`src/aid_cfg.svh`:
```
`ifndef AID_CFG_SVH
`define AID_CFG_SVH

// ----------------------------------------
// Register offsets
// ----------------------------------------
`define AID_OFS_CTRL 12'h000
`define AID_OFS_STATUS 12'h004
`define AID_OFS_CMD 12'h008
`define AID_OFS_DATA 12'h00C
`define AID_OFS_GEOM 12'h010
`define AID_OFS_CAP 12'h014
`define AID_OFS_MAXLBA_LO 12'h018
`define AID_OFS_MAXLBA_HI 12'h01C
`define AID_OFS_UDMA 12'h020
`define AID_OFS_USER_SN 12'h040
`define AID_OFS_UNIQ_SN 12'h080
`define AID_OFS_FW 12'h0C0

// ----------------------------------------
// Field positions and values
// ----------------------------------------
`define AID_CMD_IDENTIFY 8'hEC
`define AID_STAT_DRQ 0
`define AID_STAT_BUSY 1
`define AID_STAT_DONE 2
`define AID_STAT_DRIVE 3
`define AID_CTRL_ABORT 0
`define AID_DRIVE_BIT 4
`define AID_W0 16'h044A
`define AID_W47 16'h8001
`define AID_W49 16'h0B00
`define AID_W51 16'h0200
`define AID_W53 16'h0007
`define AID_W59 16'h0100
`define AID_W63 16'h0007
`define AID_W64 16'h0003
`define AID_W65_68 16'h0078
`define AID_W80 16'h00FE
`define AID_W81 16'h0021
`define AID_W82 16'h706B
`define AID_W83 16'h7408
`define AID_W84 16'h4000
`define AID_W88_LO 8'h7F
`define AID_W91 16'h0000
`define AID_W217 16'h0001
`define AID_SIG 8'hA5
`define AID_PAD 8'h20
`define AID_ASCII_ZERO 8'h30
`define AID_CYC_NS 120

// ----------------------------------------
// Reset values
// ----------------------------------------
`define AID_RST_CYL 16'h0400
`define AID_RST_HEADS 16'h0010
`define AID_RST_SPT 16'h003F
`define AID_RST_UDMA 8'h00
`endif

```
`src/aid_pkg.sv`:
```
package aid_pkg;
    typedef enum logic [1:0] {
        AID_IDLE,
        AID_SEND,
        AID_DONE
    } aid_state_t;

    typedef struct packed {
        logic [15:0] cyl;
        logic [15:0] heads;
        logic [15:0] spt;
    } aid_geom_t;

    typedef struct packed {
        logic [31:0] rdata;
        logic [1:0] rresp;
    } aid_rd_t;
endpackage

```
`src/aid_identify.sv`:
```
`timescale 1ns/100ps
`include "aid_cfg.svh"
module aid_identify
    import aid_pkg::*;
#(
    parameter int WORDS = 256
) (
    input wire logic aclk,
    input wire logic aresetn,
    input wire logic [11:0] s_axi_awaddr,
    input wire logic s_axi_awvalid,
    output logic s_axi_awready,
    input wire logic [31:0] s_axi_wdata,
    input wire logic [3:0] s_axi_wstrb,
    input wire logic s_axi_wvalid,
    output logic s_axi_wready,
    output logic [1:0] s_axi_bresp,
    output logic s_axi_bvalid,
    input wire logic s_axi_bready,
    input wire logic [11:0] s_axi_araddr,
    input wire logic s_axi_arvalid,
    output logic s_axi_arready,
    output logic [31:0] s_axi_rdata,
    output logic [1:0] s_axi_rresp,
    output logic s_axi_rvalid,
    input wire logic s_axi_rready,
    output logic data_request
);

    if (WORDS != 256) begin : g_words_check
        $error("Parameter block is 256 words");
    end

    // ----------------------------------------
    // State
    // ----------------------------------------
    aid_state_t state, next_state;
    logic [7:0] idx, next_idx;
    logic [7:0] csum, next_csum;
    aid_geom_t geom, next_geom;
    logic [31:0] max_lba_lo, next_max_lba_lo, max_lba_hi, next_max_lba_hi;
    logic [7:0] udma_sel, next_udma_sel;
    logic drive, next_drive;
    logic [7:0] user_sn [10];
    logic [7:0] next_user_sn [10];
    logic [7:0] uniq_sn [10];
    logic [7:0] next_uniq_sn [10];
    logic [7:0] fw [8];
    logic [7:0] next_fw [8];
    logic awready, next_awready, wready, next_wready;
    logic bvalid, next_bvalid, arready, next_arready, rvalid, next_rvalid;
    logic [1:0] bresp, next_bresp;
    aid_rd_t rd, next_rd;
    logic [11:0] awaddr, next_awaddr;
    logic [31:0] wdata, next_wdata;
    logic [3:0] wstrb, next_wstrb;
    logic have_aw, next_have_aw, have_w, next_have_w;
    logic drq, next_drq;

    // Serial field byte: user half left, unique half right, 20H pad on 00H
    function automatic logic [7:0] sn_byte(input logic [7:0] b);
        sn_byte = (b == 8'h00) ? `AID_PAD : b;
    endfunction

    // ----------------------------------------
    // Parameter word lookup
    // ----------------------------------------
    function automatic logic [15:0] pword(input logic [7:0] w);
        logic [31:0] cap;
        int k;
        cap = 32'(geom.cyl) * 32'(geom.heads) * 32'(geom.spt);
        k = 0;
        pword = 16'h0000;
        if (w == 8'd0) pword = `AID_W0;
        else if (w == 8'd1 || w == 8'd54)
            pword = geom.cyl;
        else if (w == 8'd3 || w == 8'd55) pword = geom.heads;
        else if (w == 8'd6 || w == 8'd56) pword = geom.spt;
        else if (w >= 8'd10 && w <= 8'd14) begin
            k = 2 * (int'(w) - 10);
            pword = {sn_byte(user_sn[k]), sn_byte(user_sn[k + 1])};
        end else if (w >= 8'd15 && w <= 8'd19) begin
            k = 2 * (int'(w) - 15);
            pword = {sn_byte(uniq_sn[k]), sn_byte(uniq_sn[k + 1])};
        end else if (w >= 8'd23 && w <= 8'd26) begin
            k = 2 * (int'(w) - 23);
            pword = {fw[k], fw[k + 1]};
        end else if (w == 8'd47) pword = `AID_W47;
        else if (w == 8'd49) pword = `AID_W49;
        else if (w == 8'd51) pword = `AID_W51;
        else if (w == 8'd53) pword = `AID_W53;
        else if (w == 8'd57 || w == 8'd60) pword = cap[15:0];
        else if (w == 8'd58 || w == 8'd61) pword = cap[31:16];
        else if (w == 8'd59) pword = `AID_W59;
        else if (w == 8'd63) pword = `AID_W63;
        else if (w == 8'd64) pword = `AID_W64;
        else if (w >= 8'd65 && w <= 8'd68) pword = `AID_W65_68;
        else if (w == 8'd80) pword = `AID_W80;
        else if (w == 8'd81) pword = `AID_W81;
        else if (w == 8'd82) pword = `AID_W82;
        else if (w == 8'd83) pword = `AID_W83;
        else if (w == 8'd84) pword = `AID_W84;
        else if (w == 8'd88) pword = {udma_sel, `AID_W88_LO};
        else if (w == 8'd91) pword = `AID_W91;
        else if (w == 8'd100) pword = max_lba_lo[15:0];
        else if (w == 8'd101) pword = max_lba_lo[31:16];
        else if (w == 8'd102) pword = max_lba_hi[15:0];
        else if (w == 8'd103) pword = max_lba_hi[31:16];
        else if (w == 8'd217) pword = `AID_W217;
    endfunction

    logic [15:0] cur_word;
    logic [15:0] final_word;
    assign cur_word = pword(idx);
    // Two's complement of the running byte sum plus the signature, signature in low byte
    assign final_word = {8'(8'h00 - csum - `AID_SIG),
                         `AID_SIG};

    // ----------------------------------------
    // AXI4-Lite and command engine
    // ----------------------------------------
    logic wr_go, rd_go, data_pop;
    logic [15:0] out_word;
    always_comb begin
        next_state = state;
        next_idx = idx;
        next_csum = csum;
        next_geom = geom;
        next_max_lba_lo = max_lba_lo;
        next_max_lba_hi = max_lba_hi;
        next_udma_sel = udma_sel;
        next_drive = drive;
        next_user_sn = user_sn;
        next_uniq_sn = uniq_sn;
        next_fw = fw;
        next_awready = awready;
        next_wready = wready;
        next_bvalid = bvalid;
        next_bresp = bresp;
        next_arready = arready;
        next_rvalid = rvalid;
        next_rd = rd;
        next_awaddr = awaddr;
        next_wdata = wdata;
        next_wstrb = wstrb;
        next_have_aw = have_aw;
        next_have_w = have_w;
        next_drq = drq;
        out_word = (idx == 8'hFF) ? final_word : cur_word;
        data_pop = 1'b0;
        if (s_axi_awvalid && awready) begin
            next_awaddr = s_axi_awaddr;
            next_have_aw = 1'b1;
            next_awready = 1'b0;
        end
        if (s_axi_wvalid && wready) begin
            next_wdata = s_axi_wdata;
            next_wstrb = s_axi_wstrb;
            next_have_w = 1'b1;
            next_wready = 1'b0;
        end
        wr_go = have_aw && have_w && !bvalid;
        if (wr_go) begin
            next_have_aw = 1'b0;
            next_have_w = 1'b0;
            next_bvalid = 1'b1;
            next_bresp = 2'b00;
            if (awaddr == `AID_OFS_CMD) begin
                if (wstrb[0] && wdata[7:0] == `AID_CMD_IDENTIFY
                    && state != AID_SEND) begin
                    next_state = AID_SEND;
                    next_idx = 8'h00;
                    next_csum = 8'h00;
                    next_drq = 1'b1;
                end
                // Only the drive-select bit is kept from drive_head_reg
                if (wstrb[1]) next_drive = wdata[8 + `AID_DRIVE_BIT];
            end else if (awaddr == `AID_OFS_CTRL) begin
                if (wstrb[0] && wdata[`AID_CTRL_ABORT]) begin
                    next_state = AID_IDLE;
                    next_drq = 1'b0;
                end
            end else if (awaddr == `AID_OFS_GEOM) begin
                next_geom.cyl = wdata[15:0];
                next_geom.heads = {8'h00, wdata[23:16]};
                next_geom.spt = {8'h00, wdata[31:24]};
            end else if (awaddr == `AID_OFS_MAXLBA_LO) begin
                next_max_lba_lo = wdata;
            end else if (awaddr == `AID_OFS_MAXLBA_HI) begin
                next_max_lba_hi = {16'h0000, wdata[15:0]};
            end else if (awaddr == `AID_OFS_UDMA) begin
                next_udma_sel = wdata[7:0];
            end else if (awaddr >= `AID_OFS_USER_SN
                && awaddr < `AID_OFS_USER_SN + 12'd40) begin
                next_user_sn[4'((awaddr - `AID_OFS_USER_SN) >> 2)] = wdata[7:0];
            end else if (awaddr >= `AID_OFS_UNIQ_SN
                && awaddr < `AID_OFS_UNIQ_SN + 12'd40) begin
                next_uniq_sn[4'((awaddr - `AID_OFS_UNIQ_SN) >> 2)] = wdata[7:0];
            end else if (awaddr >= `AID_OFS_FW
                && awaddr < `AID_OFS_FW + 12'd32) begin
                next_fw[3'((awaddr - `AID_OFS_FW) >> 2)] = wdata[7:0];
            end else begin
                next_bresp = 2'b10;
            end
        end
        if (bvalid && s_axi_bready) begin
            next_bvalid = 1'b0;
            next_awready = 1'b1;
            next_wready = 1'b1;
        end
        rd_go = s_axi_arvalid && arready;
        if (rd_go) begin
            next_arready = 1'b0;
            next_rvalid = 1'b1;
            next_rd.rresp = 2'b00;
            next_rd.rdata = 32'h0000_0000;
            if (s_axi_araddr == `AID_OFS_STATUS) begin
                next_rd.rdata[`AID_STAT_DRQ] = drq;
                next_rd.rdata[`AID_STAT_BUSY] = (state == AID_SEND);
                next_rd.rdata[`AID_STAT_DONE] = (state == AID_DONE);
                next_rd.rdata[`AID_STAT_DRIVE] = drive;
                next_rd.rdata[15:8] = idx;
            end else if (s_axi_araddr == `AID_OFS_DATA) begin
                if (state == AID_SEND) begin
                    next_rd.rdata = {16'h0000, out_word};
                    data_pop = 1'b1;
                end
            end else if (s_axi_araddr == `AID_OFS_GEOM) begin
                next_rd.rdata = {geom.spt[7:0], geom.heads[7:0], geom.cyl};
            end else if (s_axi_araddr == `AID_OFS_MAXLBA_LO) begin
                next_rd.rdata = max_lba_lo;
            end else if (s_axi_araddr == `AID_OFS_MAXLBA_HI) begin
                next_rd.rdata = max_lba_hi;
            end else if (s_axi_araddr == `AID_OFS_UDMA) begin
                next_rd.rdata = {24'h000000, udma_sel};
            end else if (s_axi_araddr == `AID_OFS_CTRL
                || s_axi_araddr == `AID_OFS_CMD) begin
                next_rd.rdata = 32'h0000_0000;
            end else begin
                next_rd.rresp = 2'b10;
            end
        end
        if (data_pop) begin
            next_csum = 8'(csum + out_word[7:0] + out_word[15:8]);
            next_idx = 8'(idx + 8'd1);
            if (idx == 8'hFF) begin
                next_state = AID_DONE;
                next_drq = 1'b0;
            end
        end
        if (rvalid && s_axi_rready) begin
            next_rvalid = 1'b0;
            next_arready = 1'b1;
        end
    end

    always_ff @(posedge aclk) begin
        if (!aresetn) begin
            state <= AID_IDLE;
            idx <= 8'h00;
            csum <= 8'h00;
            geom <= '{`AID_RST_CYL, `AID_RST_HEADS, `AID_RST_SPT};
            max_lba_lo <= 32'h0000_0000;
            max_lba_hi <= 32'h0000_0000;
            udma_sel <= `AID_RST_UDMA;
            drive <= 1'b0;
            for (int i = 0; i < 10; i++) begin
                user_sn[i] <= `AID_ASCII_ZERO;
                uniq_sn[i] <= `AID_ASCII_ZERO;
            end
            for (int i = 0; i < 8; i++) begin
                fw[i] <= `AID_ASCII_ZERO;
            end
            awready <= 1'b1;
            wready <= 1'b1;
            bvalid <= 1'b0;
            bresp <= 2'b00;
            arready <= 1'b1;
            rvalid <= 1'b0;
            rd <= '0;
            awaddr <= 12'h000;
            wdata <= 32'h0000_0000;
            wstrb <= 4'h0;
            have_aw <= 1'b0;
            have_w <= 1'b0;
            drq <= 1'b0;
        end else begin
            state <= next_state;
            idx <= next_idx;
            csum <= next_csum;
            geom <= next_geom;
            max_lba_lo <= next_max_lba_lo;
            max_lba_hi <= next_max_lba_hi;
            udma_sel <= next_udma_sel;
            drive <= next_drive;
            user_sn <= next_user_sn;
            uniq_sn <= next_uniq_sn;
            fw <= next_fw;
            awready <= next_awready;
            wready <= next_wready;
            bvalid <= next_bvalid;
            bresp <= next_bresp;
            arready <= next_arready;
            rvalid <= next_rvalid;
            rd <= next_rd;
            awaddr <= next_awaddr;
            wdata <= next_wdata;
            wstrb <= next_wstrb;
            have_aw <= next_have_aw;
            have_w <= next_have_w;
            drq <= next_drq;
        end
    end

    assign s_axi_awready = awready;
    assign s_axi_wready = wready;
    assign s_axi_bvalid = bvalid;
    assign s_axi_bresp = bresp;
    assign s_axi_arready = arready;
    assign s_axi_rvalid = rvalid;
    assign s_axi_rdata = rd.rdata;
    assign s_axi_rresp = rd.rresp;
    assign data_request = drq;
endmodule

```
`config.mk`:
```
export PLATFORM = sky130hd
export DESIGN_NAME = aid_identify
export DESIGN_NICKNAME = d
export VERILOG_FILES = /design/src/aid_pkg.sv /design/src/aid_identify.sv
export VERILOG_INCLUDE_DIRS = /design/src /design/src/src
export SDC_FILE = /design/constraint.sdc
export NUM_CORES = 2
export LEC_CHECK = 0
export BUFFER_PORTS_ARGS = -buffer_cell sky130_fd_sc_hd__buf_2
export CAP_MARGIN = 20
export CORE_ASPECT_RATIO = 0.9
export CORE_MARGIN = 3
export CORE_UTILIZATION = 55
export CTS_CLUSTER_DIAMETER = 100
export DETAILED_ROUTE_END_ITERATION = 12
export PLACE_DENSITY = 0.78
export SYNTH_ARGS = -nofsm -noshare
export SYNTH_HDL_FRONTEND = slang
export SYNTH_SLANG_ARGS = --single-unit
```
`constraint.sdc`:
```
create_clock -name aclk -period 11.8 [get_ports aclk]
set_clock_uncertainty 0.1 [all_clocks]
set_input_delay 0.59 -clock aclk [delete_from_list [all_inputs] [get_ports aclk]]
set_output_delay 0.59 -clock aclk [all_outputs]
set_load 0.02 [all_outputs]
```
==> reports/summary.txt <==
status = finished, final reports clean
Multi-input gate area = 21,500 sq um
detailed-route via count = 27,600
global-route wire length before repair = 154 mm
post-synthesis adder-cell area fraction = 0.185
worst slack at placement = 32.7 ps
Slew headroom = 0.231
sequential fraction of the synthesis area = 0.264
Synth Area per Inst = 8.61 sq um
I/O Pins = 109
Critical Path Max Stage Delay = 560 ps
H-tree levels = 2
Critical-path top delay cell = fa_1
Worst-Margin Slew = 1140 ps
DRC = 0
initial core utilization = 0.564
clock sinks = 419
Finished Layout Cells = 4,523
crit path capture type = flip-flop
number of synthesized flops with an enable pin = 0
Final min period = 11,520 ps
worst hold path class = in2reg
DIE AREA = 60,800 sq um
DP Wirelength = 72.5 mm
Die Ht = 234 um
Synth warnings = 0
hold depth = 2
Clock Path Buffers = 3
mapped cell area = 31,800 sq um
Reg clk slew, reported paths = 60 ps
GPL Wtd Cong = 1.05
post-synthesis compound-gate area fraction = 0.145
most used cell, CP = fa_1
DR iter-0 viols = 3,422
Core Box Area = 56,400 sq um
placed cells = 4,433
setup ws final = 280 ps
die width = 260 um
layout overhead on the synthesized area = 10.7%
max-cap violations = 0
placed inst area = 33,400 sq um
largest net degree at the start of global routing = 271
Hold Slack = 108 ps
commonest non-fill, non-tap cell in the layout = nand2_1
Yosys cell types = 97
CTS tree = built
share of layout cells above drive strength 1 = 0.129
Pleak = 0.0150 uW
vias per cell = 6.10
Synth Flop Type = dfxtp_1
vias in the first global route = 26,500
Final period util = 0.976
Pwr Density = 86.9 nW/um^2
std cell rows = 82
main combinational cell family by area after synthesis = simple AND/OR/NAND/NOR gates
CTS Root Cell = clkbuf_16
register area = 8410 sq um
Final Net Count = 4,136
Gate Count Post-Synth = 3,695
most frequent cells in the layout = nand2_1 (589), dfxtp_1 (406), inv_1 (272), fa_1 (223), and2_1 (218)
endpoints failing setup = 0
element type at the critical path start = flip-flop
antenna violations before repair = 2
Final Cell Area = 35,200 sq um
Critical Path AT = 11,910 ps
Congestion Overflow GR = 0
Avg WL per Cell = 22.1 um
post-route ant nets = 0
clock latency on the worst-skew pair = 600 ps
worst vdd ir = 0.000110 V
mux cell area share after synthesis = 0.107
Pre-antenna DRT Iters = 9
fillcell total = 4,815
crit path kind = reg2reg
r2r worst-path depth = 45
crit path max fanout = 7
Seq cells post-synth = 419
Final Hold Viols = 0
Slew Viols, Final = 0
simple-gate share of the synthesized area = 0.220
# port buffers = 104
Tot Pwr = 3060 uW
Post-Synth XOR/XNOR Area = 0.0121
Routed WL = 100 mm
Max Clock Freq = 86.8 MHz
Post-synth ARST share = 0
Critical Path RT = 12,190 ps
CTS buffer count = 45
GRT Total Usage = 0.325
[per-stage QoR]
| step | util | setup TNS, ps |
|---|---|---|
| 2_1_floorplan | - | 0 |
| 3_3_place_gp | 0.592 | 0 |
| 3_5_place_dp | 0.592 | 0 |
| 4_1_cts | 0.619 | 0 |
| 5_1_grt | 0.624 | -89.7 |
| 6_report | 0.624 | 0 |
[routing by layer]
metal | part of all wire | GRT usage
met5 | 0.000090 | 0
met4 | 0.038 | 0.113
met3 | 0.11 | 0.0898
met2 | 0.43 | 0.493
met1 | 0.42 | 0.448
[cell usage after synthesis, drive strengths merged (7+ instances only)]
library cell,count,area share
a21o,26,0.0061
a22oi,54,0.013
ha,112,0.044
a31oi,25,0.0049
or3,10,0.0020
a21oi,97,0.015
a211oi,20,0.0047
or2,8,0.0016
o21ai,116,0.018
nor2b,180,0.035
nand3,130,0.020
xnor2,35,0.0096
a221oi,24,0.0068
dfxtp,419,0.26
o211ai,26,0.0061
mux4,46,0.033
nor3,38,0.0064
clkbuf,231,0.027
nand2,590,0.070
nor2,103,0.013
nor4,11,0.0026
inv,274,0.032
xor2,9,0.0025
nand2b,23,0.0045
o21bai,11,0.0026
buf,47,0.0080
mux2i,215,0.068
nand4,20,0.0039
nand3b,7,0.0017
fa,224,0.14
mux2,18,0.0065
a22o,7,0.0019
o21a,12,0.0028
a21boi,156,0.037
o22ai,11,0.0022
and3,30,0.0059
and2,220,0.043
o31ai,9,0.0021
a2111oi,9,0.0033
[power breakdown]
group	internal, uW	leakage, uW	switching [uW]
Clock	854	0.000747	616
Combinational	50.1	0.0109	97.3
Sequential	1430	0.00339	15.5
[state kept, by name, summed over array words and instances (netlist names), 2 cells and up]
| name | flops |
|---|---|
| wstrb | 2 |
| idx | 8 |
| udma_sel | 8 |
| csum | 8 |
| awaddr | 12 |
| state | 2 |
| s_axi_rdata | 32 |
| uniq_sn | 80 |
| fw | 64 |
| wdata | 32 |
| max_lba_lo | 32 |
| max_lba_hi | 16 |
| geom | 32 |
| user_sn | 80 |
[final timing paths]
path                            slack [ps]                         to                   start
worst min-delay path                   110  s_axi_wready$_SDFFE_PP1P_            s_axi_wvalid
worst min register to register         360     awaddr[1]$_SDFFE_PN0P_  awaddr[1]$_SDFFE_PN0P_
worst max-delay path                   280       csum[7]$_SDFFE_PN0P_   geom[21]$_SDFFE_PN0P_
worst max register to register         280       csum[7]$_SDFFE_PN0P_   geom[21]$_SDFFE_PN0P_
[what timing repair did]
item | 4_1_cts | 5_1_grt
pin swaps | 0 | 20
setup endpoints to repair | 1 | 3
hold buffers | 0 | 0
buffers inserted | 0 | 9
resized for setup | 2 | 53
[layout make-up]
cell class / count / area share
Multi-Input combinational cell: 2725 / 0.611
Antenna cell: 1 / 0.0000710
Clock inverter: 18 / 0.00710
Timing Repair Buffer: 268 / 0.0513
Tap cell: 756 / 0.0268
Sequential cell: 419 / 0.239
Inverter: 274 / 0.0292
Clock buffer: 62 / 0.0363
[worst max-delay path: cells and delay by family, from the launching register on]
kind | cells | cell delay, ps
buffers and inverters | 8 | 750
and+or+nand+nor | 9 | 1260
AOI/OAI and AO/OA | 13 | 2960
DFF | 1 | 370
xor gates and xnor gates | 3 | 410
adders and majority gates | 12 | 5580
[kinds of logic (layout without fill, tap and decap cells)]
family	after synthesis	after routing
other cells	1	3
flops	419	419
fa+ha+maj	336	336
buf+inv	552	622
mux	279	279
simple gates	1402	1402
compound gates	662	662
xor+xnor	44	44
Note: power is estimated with default switching activity, not from simulation.
